===== config.mk =====
export PLATFORM = sky130hd
export DESIGN_NAME = otm_control
export DESIGN_NICKNAME = d
export VERILOG_FILES = /design/src/otm_pkg.sv /design/src/otm_channel.sv /design/src/otm_control.sv
export SDC_FILE = /design/constraint.sdc
export NUM_CORES = 1
export LEC_CHECK = 0
export BUFFER_PORTS_ARGS = -buffer_cell sky130_fd_sc_hd__buf_2
export CORE_UTILIZATION = 50
export DETAILED_ROUTE_END_ITERATION = 10
export PLACE_DENSITY = 0.78
export SYNTH_ARGS = -nofsm -noshare
export SYNTH_HDL_FRONTEND = slang
export SYNTH_HIERARCHICAL = 1
export SYNTH_SLANG_ARGS = --single-unit

===== constraint.sdc =====
create_clock -name mclk_i -period 2.2 [get_ports mclk_i]
set_input_delay 0.33 -clock mclk_i [delete_from_list [all_inputs] [get_ports mclk_i]]
set_output_delay 0.33 -clock mclk_i [all_outputs]
set_load 0.005 [all_outputs]

===== src/otm_pkg.sv =====
// Shared constants and types of the output timer mode control block
`default_nettype none
package otm_pkg;
    // Register indices; byte address is four times the index
    localparam logic [31:0] IDX_GROUP_A_CONTROL_0 = 32'h0080029A;
    localparam logic [31:0] IDX_GROUP_A_CONTROL_1 = 32'h0080029D;
    localparam logic [31:0] IDX_GROUP_B_CONTROL = 32'h008002AA;
    localparam logic [31:0] IDX_GROUP_C_CONTROL = 32'h008002EA;
    localparam logic [31:0] ADDR_GROUP_A_CONTROL_0 = {IDX_GROUP_A_CONTROL_0[29:0], 2'h0};
    localparam logic [31:0] ADDR_GROUP_A_CONTROL_1 = {IDX_GROUP_A_CONTROL_1[29:0], 2'h0};
    localparam logic [31:0] ADDR_GROUP_B_CONTROL = {IDX_GROUP_B_CONTROL[29:0], 2'h0};
    localparam logic [31:0] ADDR_GROUP_C_CONTROL = {IDX_GROUP_C_CONTROL[29:0], 2'h0};
    // Field positions
    localparam int POS_CHAN3_MODE = 0;
    localparam int POS_CHAN2_MODE = 2;
    localparam int POS_CHAN1_MODE = 4;
    localparam int POS_CHAN0_MODE = 6;
    localparam int POS_GROUP_A_ENABLE_SOURCE = 9;
    localparam int POS_GROUP_A_CLOCK_SOURCE = 14;
    localparam int POS_CHAN5_MODE = 12;
    localparam int POS_CHAN4_MODE = 14;
    localparam int POS_CHAN7_CHAIN_SELECT = 1;
    localparam int POS_CHAN7_MODE = 2;
    localparam int POS_CHAN6_MODE = 6;
    localparam int POS_GROUP_B_ENABLE_SOURCE = 9;
    localparam int POS_GROUP_B_CLOCK_SOURCE = 14;
    localparam int POS_CHAN10_MODE = 2;
    localparam int POS_CHAN9_MODE = 4;
    localparam int POS_CHAN8_MODE = 6;
    localparam int POS_GROUP_C_ENABLE_SOURCE = 11;
    localparam int POS_GROUP_C_CLOCK_SOURCE = 14;
    // Writable bits of each register; all others read zero
    localparam logic [15:0] MASK_GROUP_A_CONTROL_0 = 16'hCEFF;
    localparam logic [15:0] MASK_GROUP_A_CONTROL_1 = 16'hF000;
    localparam logic [15:0] MASK_GROUP_B_CONTROL = 16'hCECE;
    localparam logic [15:0] MASK_GROUP_C_CONTROL = 16'hC8FC;
    localparam logic [15:0] RST_CONTROL = 16'h0000;
    // Operation mode codes; upper bit set means continuous
    localparam logic [1:0] MODE_SINGLE = 2'h0;
    localparam logic [1:0] MODE_DELAYED = 2'h1;
    localparam int NUM_CHAN = 11;

    typedef enum logic [1:0] {PH_IDLE, PH_LOAD, PH_FIRST, PH_SECOND} otm_phase_t;

    typedef struct packed {
        logic [15:0] a0;
        logic [15:0] a1;
        logic [15:0] b;
        logic [15:0] c;
    } otm_regs_t;

    typedef struct packed {
        otm_phase_t phase;
        logic [15:0] cnt;
        logic out;
        logic underflow;
        logic running;
    } otm_chan_t;

    typedef struct packed {
        otm_regs_t regs;
        logic [2:0] sync1;
        logic [2:0] sync2;
        logic [2:0] sync3;
        logic [2:0] trig;
        logic [3:0] src_prev;
        logic [10:0] en_prev;
        logic [31:0] prdata;
        logic pready;
        logic pslverr;
    } otm_top_t;
endpackage
`default_nettype wire


===== src/otm_channel.sv =====
// One down-counting output timer channel with three operation modes
`default_nettype none
module otm_channel (
    // Clock and reset
    input wire logic mclk_i,
    input wire logic rst_i,
    // Control
    input wire logic [1:0] mode_i,
    input wire logic tick_i,
    input wire logic start_i,
    input wire logic stop_i,
    input wire logic [15:0] reload_i,
    input wire logic [15:0] preset_i,
    // Status
    output logic out_o,
    output logic underflow_o,
    output logic running_o
);
    otm_pkg::otm_chan_t s_ff;
    otm_pkg::otm_chan_t nxt_s;

    always_comb begin
        nxt_s = s_ff;
        nxt_s.underflow = 1'b0;
        if (stop_i) begin
            nxt_s.phase = otm_pkg::PH_IDLE; // RULE_18
        end else begin
            case (s_ff.phase)
                otm_pkg::PH_IDLE: begin
                    if (start_i) begin
                        nxt_s.phase = otm_pkg::PH_LOAD;
                        // Delayed mode only flips on underflows
                        if (mode_i != otm_pkg::MODE_DELAYED) begin
                            nxt_s.out = ~s_ff.out; // RULE_16
                        end
                    end
                end
                otm_pkg::PH_LOAD: begin
                    if (tick_i) begin
                        nxt_s.phase = otm_pkg::PH_FIRST;
                        nxt_s.cnt = (mode_i == otm_pkg::MODE_SINGLE) ? reload_i : preset_i; // RULE_16 RULE_17
                    end
                end
                default: begin
                    if (tick_i) begin
                        if (s_ff.cnt == 16'h0000) begin
                            nxt_s.underflow = 1'b1;
                            nxt_s.out = ~s_ff.out;
                            if (mode_i[1]) begin
                                nxt_s.cnt = reload_i; // RULE_18
                            end else if (mode_i == otm_pkg::MODE_DELAYED && s_ff.phase == otm_pkg::PH_FIRST) begin
                                nxt_s.cnt = reload_i; // RULE_17
                                nxt_s.phase = otm_pkg::PH_SECOND;
                            end else begin
                                nxt_s.phase = otm_pkg::PH_IDLE; // RULE_16 RULE_17
                            end
                        end else begin
                            nxt_s.cnt = s_ff.cnt - 16'h0001;
                        end
                    end
                end
            endcase
        end
        // Registered so that the running flag leaves a flip-flop directly
        nxt_s.running = (nxt_s.phase != otm_pkg::PH_IDLE);
    end

    always_ff @(posedge mclk_i) begin
        if (rst_i) begin
            s_ff <= '0;
        end else begin
            s_ff <= nxt_s;
        end
    end

    assign out_o = s_ff.out;
    assign underflow_o = s_ff.underflow;
    assign running_o = s_ff.running;
endmodule
`default_nettype wire


===== src/otm_control.sv =====
// Output timer mode control registers, APB slave and eleven timer channels
// Function
// RULE_01 - Mode field: 00 single-shot, 01 delayed single-shot, 1x continuous.
// RULE_02 - Group A register 0: ch3 bits 0-1, ch2 2-3, ch1 4-5, ch0 6-7.
// RULE_03 - Group A enable source bits 9-11: top bit 0 pin A, else event bus 0-3.
// RULE_04 - Group A clock source bits 14-15 picks clock bus 0 to 3.
// RULE_05 - Group A register 1: ch5 bits 12-13, ch4 bits 14-15, bits 8-11 empty.
// RULE_06 - Channel 7 chain bit 1: 0 group B source, 1 channel 6 output.
// RULE_07 - Group B register: ch7 mode bits 2-3, ch6 mode bits 6-7.
// RULE_08 - Group B enable source bits 9-11: top bit 0 pin B, else event bus 0-3.
// RULE_09 - Group B clock source bits 14-15 picks clock bus by value.
// RULE_10 - Group C register: ch10 bits 2-3, ch9 4-5, ch8 6-7.
// RULE_11 - Group C enable source bit 11: 0 pin C, 1 event bus 3.
// RULE_12 - Group C clock source bits 14-15: 00, 01, 10 pick bus 0, 1, 2.
// RULE_13 - Four control registers, each group sharing enable and clock source.
// RULE_14 - Software uses halfword transfers only on these registers.
// RULE_15 - Software stops a counter before changing its mode.
// RULE_16 - Single-shot: load reload on count clock, flip at start and underflow, stop.
// RULE_17 - Delayed: count preset, first underflow reloads and flips, second flips and stops.
// RULE_18 - Continuous: every underflow reloads and flips until enable is cleared.
// RULE_19 - Unassigned bits read zero and ignore writes.
// RULE_20 - Group C clock code 11 selects clock bus 3.
//
// Local design decision: register access over APB.
`default_nettype none
module otm_control (
    // Clock and reset
    input wire logic mclk_i,
    input wire logic rst_i,
    // APB slave
    input wire logic psel_i,
    input wire logic penable_i,
    input wire logic pwrite_i,
    input wire logic [31:0] paddr_i,
    input wire logic [31:0] pwdata_i,
    output logic [31:0] prdata_o,
    output logic pready_o,
    output logic pslverr_o,
    // Timer sources
    input wire logic [10:0] chan_enable_i,
    input wire logic [10:0][15:0] reload_i,
    input wire logic [10:0][15:0] preset_i,
    input wire logic [3:0] clk_bus_i,
    input wire logic [3:0] event_bus_i,
    input wire logic ext_trigger_a_i,
    input wire logic ext_trigger_b_i,
    input wire logic ext_trigger_c_i,
    // Timer outputs
    output logic [10:0] chan_out_o,
    output logic [10:0] chan_underflow_o,
    output logic [10:0] chan_running_o
);
    otm_pkg::otm_top_t s_ff;
    otm_pkg::otm_top_t nxt_s;
    logic [10:0][1:0] chan_mode;
    logic [10:0] chan_tick;
    logic [10:0] chan_start;
    logic [10:0] chan_stop;
    logic [3:0] src_lvl;
    logic [3:0] src_rise;
    logic [2:0] ens_a;
    logic [2:0] ens_b;
    logic [1:0] cks_a;
    logic [1:0] cks_b;
    logic [1:0] cks_c;
    logic tick_a;
    logic tick_b;
    logic tick_c;
    logic setup;
    logic access_wr;
    logic hit_a0;
    logic hit_a1;
    logic hit_b;
    logic hit_c;

    // Field extraction
    always_comb begin
        chan_mode[0] = s_ff.regs.a0[otm_pkg::POS_CHAN0_MODE +: 2]; // RULE_02
        chan_mode[1] = s_ff.regs.a0[otm_pkg::POS_CHAN1_MODE +: 2]; // RULE_02
        chan_mode[2] = s_ff.regs.a0[otm_pkg::POS_CHAN2_MODE +: 2]; // RULE_02
        chan_mode[3] = s_ff.regs.a0[otm_pkg::POS_CHAN3_MODE +: 2]; // RULE_02
        chan_mode[4] = s_ff.regs.a1[otm_pkg::POS_CHAN4_MODE +: 2]; // RULE_05
        chan_mode[5] = s_ff.regs.a1[otm_pkg::POS_CHAN5_MODE +: 2]; // RULE_05
        chan_mode[6] = s_ff.regs.b[otm_pkg::POS_CHAN6_MODE +: 2]; // RULE_07
        chan_mode[7] = s_ff.regs.b[otm_pkg::POS_CHAN7_MODE +: 2]; // RULE_07
        chan_mode[8] = s_ff.regs.c[otm_pkg::POS_CHAN8_MODE +: 2]; // RULE_10
        chan_mode[9] = s_ff.regs.c[otm_pkg::POS_CHAN9_MODE +: 2]; // RULE_10
        chan_mode[10] = s_ff.regs.c[otm_pkg::POS_CHAN10_MODE +: 2]; // RULE_10
        ens_a = s_ff.regs.a0[otm_pkg::POS_GROUP_A_ENABLE_SOURCE +: 3];
        ens_b = s_ff.regs.b[otm_pkg::POS_GROUP_B_ENABLE_SOURCE +: 3];
        cks_a = s_ff.regs.a0[otm_pkg::POS_GROUP_A_CLOCK_SOURCE +: 2];
        cks_b = s_ff.regs.b[otm_pkg::POS_GROUP_B_CLOCK_SOURCE +: 2];
        cks_c = s_ff.regs.c[otm_pkg::POS_GROUP_C_CLOCK_SOURCE +: 2];
    end

    // Count clock and enable source selection, shared per group
    always_comb begin
        tick_a = clk_bus_i[cks_a]; // RULE_04
        tick_b = clk_bus_i[cks_b]; // RULE_09
        tick_c = clk_bus_i[cks_c]; // RULE_12 RULE_20
        src_lvl[0] = ens_a[2] ? event_bus_i[ens_a[1:0]] : s_ff.trig[0]; // RULE_03
        src_lvl[1] = ens_b[2] ? event_bus_i[ens_b[1:0]] : s_ff.trig[1]; // RULE_08
        src_lvl[2] = s_ff.regs.c[otm_pkg::POS_GROUP_C_ENABLE_SOURCE] ? event_bus_i[3] : s_ff.trig[2]; // RULE_11
        src_lvl[3] = s_ff.regs.b[otm_pkg::POS_CHAN7_CHAIN_SELECT] ? chan_out_o[6] : src_lvl[1]; // RULE_06
        src_rise = src_lvl & ~s_ff.src_prev;
        for (int i = 0; i < otm_pkg::NUM_CHAN; i++) begin
            chan_stop[i] = s_ff.en_prev[i] & ~chan_enable_i[i]; // RULE_18
            chan_start[i] = chan_enable_i[i] & ~s_ff.en_prev[i];
            if (i <= 5) begin
                chan_tick[i] = tick_a;
                chan_start[i] = chan_start[i] | src_rise[0]; // RULE_13
            end else if (i == 6) begin
                chan_tick[i] = tick_b;
                chan_start[i] = chan_start[i] | src_rise[1];
            end else if (i == 7) begin
                chan_tick[i] = tick_b;
                chan_start[i] = chan_start[i] | src_rise[3]; // RULE_06
            end else begin
                chan_tick[i] = tick_c;
                chan_start[i] = chan_start[i] | src_rise[2];
            end
        end
    end

    // Address decode
    always_comb begin
        hit_a0 = 1'b0;
        hit_a1 = 1'b0;
        hit_b = 1'b0;
        hit_c = 1'b0;
        if (paddr_i == otm_pkg::ADDR_GROUP_A_CONTROL_0) begin
            hit_a0 = 1'b1;
        end else if (paddr_i == otm_pkg::ADDR_GROUP_A_CONTROL_1) begin
            hit_a1 = 1'b1;
        end else if (paddr_i == otm_pkg::ADDR_GROUP_B_CONTROL) begin
            hit_b = 1'b1;
        end else if (paddr_i == otm_pkg::ADDR_GROUP_C_CONTROL) begin
            hit_c = 1'b1;
        end
        setup = psel_i & ~penable_i;
        access_wr = psel_i & penable_i & s_ff.pready & pwrite_i & ~s_ff.pslverr;
    end

    // Next state
    always_comb begin
        nxt_s = s_ff;
        // Pin synchronisers; level taken once stages two and three agree
        nxt_s.sync1 = {ext_trigger_c_i, ext_trigger_b_i, ext_trigger_a_i};
        nxt_s.sync2 = s_ff.sync1;
        nxt_s.sync3 = s_ff.sync2;
        for (int k = 0; k < 3; k++) begin
            if (s_ff.sync2[k] == s_ff.sync3[k]) begin
                nxt_s.trig[k] = s_ff.sync3[k];
            end
        end
        nxt_s.src_prev = src_lvl;
        nxt_s.en_prev = chan_enable_i;
        // Answer in the first access cycle
        nxt_s.pready = setup;
        if (setup) begin
            nxt_s.pslverr = ~(hit_a0 | hit_a1 | hit_b | hit_c);
            nxt_s.prdata = 32'h00000000;
            if (hit_a0) begin
                nxt_s.prdata[15:0] = s_ff.regs.a0;
            end else if (hit_a1) begin
                nxt_s.prdata[15:0] = s_ff.regs.a1;
            end else if (hit_b) begin
                nxt_s.prdata[15:0] = s_ff.regs.b;
            end else if (hit_c) begin
                nxt_s.prdata[15:0] = s_ff.regs.c;
            end
        end else begin
            nxt_s.pslverr = 1'b0;
        end
        if (access_wr) begin
            if (hit_a0) begin
                nxt_s.regs.a0 = pwdata_i[15:0] & otm_pkg::MASK_GROUP_A_CONTROL_0; // RULE_19
            end else if (hit_a1) begin
                nxt_s.regs.a1 = pwdata_i[15:0] & otm_pkg::MASK_GROUP_A_CONTROL_1; // RULE_19
            end else if (hit_b) begin
                nxt_s.regs.b = pwdata_i[15:0] & otm_pkg::MASK_GROUP_B_CONTROL; // RULE_19
            end else if (hit_c) begin
                nxt_s.regs.c = pwdata_i[15:0] & otm_pkg::MASK_GROUP_C_CONTROL; // RULE_19
            end
        end
    end

    always_ff @(posedge mclk_i) begin
        if (rst_i) begin
            s_ff <= '0;
            s_ff.regs.a0 <= otm_pkg::RST_CONTROL;
            s_ff.regs.a1 <= otm_pkg::RST_CONTROL;
            s_ff.regs.b <= otm_pkg::RST_CONTROL;
            s_ff.regs.c <= otm_pkg::RST_CONTROL;
        end else begin
            s_ff <= nxt_s;
        end
    end

    assign prdata_o = s_ff.prdata;
    assign pready_o = s_ff.pready;
    assign pslverr_o = s_ff.pslverr;

    // Mode field decode takes place inside each channel
    for (genvar g = 0; g < otm_pkg::NUM_CHAN; g++) begin : g_chan
        otm_channel u_chan (
            .mclk_i(mclk_i),
            .rst_i(rst_i),
            .mode_i(chan_mode[g]), // RULE_01
            .tick_i(chan_tick[g]),
            .start_i(chan_start[g]),
            .stop_i(chan_stop[g]),
            .reload_i(reload_i[g]),
            .preset_i(preset_i[g]),
            .out_o(chan_out_o[g]),
            .underflow_o(chan_underflow_o[g]),
            .running_o(chan_running_o[g])
        );
    end
endmodule
`default_nettype wire


==> impl_results.md <==
- Status: completed
- Die height: 211 um
- Max Cap Viol: 0
- Synth Area in Adders: 1.26%
- CP Data Arrival Time: 2.60 ns
- RSZ-0062 raised after global routing: true
- Pwr per Cell Area: 1420 nW/um^2
- Post-Layout Cell Count: 3920
- Initial Util: 50.7%
- Vias in the first global route: 23444
- Port buffer count: 475
- Gpl congestion: 0.994
- Syn avg cell area: 8.40 um^2
- Max Fclk: 0.463 GHz
- Total number of vias: 24769
- Core ar.: 43000 um^2
- Worst Max-Slew Pin Slew: 0.810 ns
- CP Capture Type: flop
- Final #Nets: 3756
- Drt initial violations: 2328
- Kind of critical path: flop to flop
- Final slew viol count: 0
- Routed Antenna Nets: 0
- Leak: 11.9 nW
- Number of synthesized flops with an enable pin: 0
- Design Power: 0.0397 W
- # fillers: 3686
- Worst vdd ir: 810 uV
- Top cell type's share of synthesized area: 28.6%
- Hold Crit Depth: 3
- CP required: 2.64 ns
- Synth Instances: 2593
- Ratio of cells with drive above 1 in the final layout: 31.9%
- Netlist cell types: 74
- Synth Area in XOR/XNOR: 1.33%
- Clock latency at the later pin of the worst-skew pair: 0.55 ns
- Synth top cells by count: 311 x dfxtp_1, 194 x nor2_1, 145 x nand2_1
- CP Max Fanout: 20
- Largest net degree at the start of global routing: 42
- TritonCTS Buffers: 38
- Final Skew: 0.0155 ns
- Drt via density: 6.32
- Final hold vios: 0
- Fraction of registers with async set/reset: 0%
- Clock Tree Buf Depth: 3
- Die area: 44400 um^2
- H-tree levels: 2
- Period minus WS final: 2.16 ns
- Yosys reg bits: 311
- Site Rows: 76
- Largest family of logic cells by synthesized area: compound AO/OA/AOI/OAI gates
- CTS tree: yes
- Startpoint types: flop
- Area delta synth->final: 28.6%
- HP Class: input port to flop
- Top post-synthesis cells by area: dfxtp_1 29%, mux2i_1 3.4%, nor2_1 3.3%, o211ai_1 3.3%, nand3_1 3.1%
- Setup violations, final: 0
- Initial antenna violation count: 21
- Post-Syn Area: 21800 um^2
- Placed Cells: 3811
- Worst reg-to-reg path cell count: 7
- Top_reg_cell synth: dfxtp_1
- Most numerous cell in the Yosys netlist: dfxtp_1
- Global Route Usage Sum: 33.7%
- Largest area contributor in the netlist: dfxtp_1
- Final HPWL DP: 59900 um
- Die X: 211 um
- Io pins: 510
- Post-synthesis sequential area ratio: 28.6%
- Simple-gate portion of the synthesized area: 27.1%
- Root buf cell: clkbuf_16
- Congestion Overflow GR: 0
- Routed WL: 79500 um
- CTS Sinks: 311
- Detailed Routing Iterations Pass 1: 7
- First-pass GRT wire length: 122000 um
- Wire per inst: 20.3 um
- Compound-cell area share of the yosys netlist: 28.7%
- YS warnings: 6
- Period utilization: 98.1%
- Clk slew on worst S/H paths: 0.06 ns
- Rel. slew slack: 45.8%
- Multiplexer share of the synthesized area: 5.06%
- DR DRC count: 0
==> path summary, 6_finish.rpt <==
path / startpoint / end / slack, ns
setup / recovery: cks_a[0] / g_chan[0].u_chan/s_ff[9] / 0.04
hold / removal: pwdata_i[12] / chan_mode[10] / 0.02
setup reg to reg: cks_a[0] / g_chan[0].u_chan/s_ff[9] / 0.04
hold reg to reg: nxt_s[57] / nxt_s[54] / 0.44
==> metrics by stage <==
stage	cell area [um^2]	TNS, ns	util, %	hold WS [ns]	setup WS [ns]
after floorplan	21800	0	-	0.407	0.101
after global placement	26200	-0.539	61.0	0.420	-0.0502
after detailed placement	26200	-1.68	61.0	0.425	-0.135
after CTS	27600	-0.00383	64.1	0.00206	-0.00383
after global routing	28000	-0.191	65.1	0.0232	-0.0322
final	28000	0	65.2	0.0171	0.0407
==> where the power goes <==
part	switching, W	total (W)	internal (W)
clock	0.00258	0.00647	0.00389
combinational	0.0142	0.0259	0.0117
sequential	0.000867	0.00730	0.00643
total	0.0177	0.0397	0.0220
==> placed cells by master, fill, tap and decap left out, types with 23 or more instances in the layout <==
cell type,n
a22o_1,30
nand4_1,60
nor3_1,104
mux2i_1,71
a211oi_1,36
nor2b_1,56
o22ai_1,35
o221ai_1,62
xnor2_1,33
o2111ai_1,55
clkbuf_16,39
a21oi_1,30
nor2_1,194
o21ai_1,45
a21boi_0,23
inv_1,128
buf_2,474
o21ai_0,62
or3_1,54
o2bb2ai_1,33
nand2b_1,49
nand3_1,137
o211ai_1,95
dfxtp_1,307
nand2_1,144
buf_4,331
==> timing repair <==
item                                   CTS  global route
gates resized for setup                  9            69
setup endpoints to repair               31           109
pin swaps                                3            13
gates cloned                             1             5
setup buffers                            3            15
hold buffers                             2             0
endpoints found under the hold margin    2             0
==> layout make-up <==
cell class / count / area, um^2 / share of cell area, %
Timing Repair Buffer: 819 / 5050 / 18.0
Multi-Input combinational cell: 1992 / 14200 / 50.8
Sequential cell: 311 / 6230 / 22.2
Tap cell: 585 / 732 / 2.61
Clock inverter: 13 / 171 / 0.612
Antenna cell: 17 / 42.5 / 0.152
Clock buffer: 54 / 1080 / 3.86
Inverter: 129 / 484 / 1.73
==> kinds of logic after synthesis <==
family                     after synthesis
and+or+nand+nor                       1022
AOI/OAI and AO/OA                      791
buffers and inverters                  312
DFF                                    311
muxes                                  101
xor gates and xnor gates                33
adders and majority gates               22
other                                    1
==> layer usage <==
metal / vias up / global-route usage (%) / part of all wire, % / wire [um]
li1: 11434 / - / - / -
met1: 11759 / 43.1 / 41 / 32400
met2: 1336 / 56.4 / 46 / 37000
met3: 228 / 5.69 / 8.9 / 7040
met4: 12 / 13.6 / 3.8 / 3050
met5: - / 0 / 0.096 / 76
==> critical path, cell delays in order, from the launching register on <==
cell	delay (ns)
dfxtp_1	0.36
mux4_2	0.54
buf_4	0.20
nor3b_1	0.15
buf_4	0.15
o211a_4	0.22
o211a_1	0.15
a221o_1	0.29
==> registers in the layout, summed over array words and instances (netlist names), 2 cells and up <==
register	count
ens_b	3
cks_a	2
chan_mode	22
prdata_o	15
g_chan.u_chan/underflow_o	11
cks_c	2
g_chan.u_chan/running_o	11
nxt_s	6
cks_b	2
ens_a	3
s_ff	23
g_chan.u_chan/s_ff	198
g_chan.u_chan/out_o	11
Power figures use the tool's default switching activity.
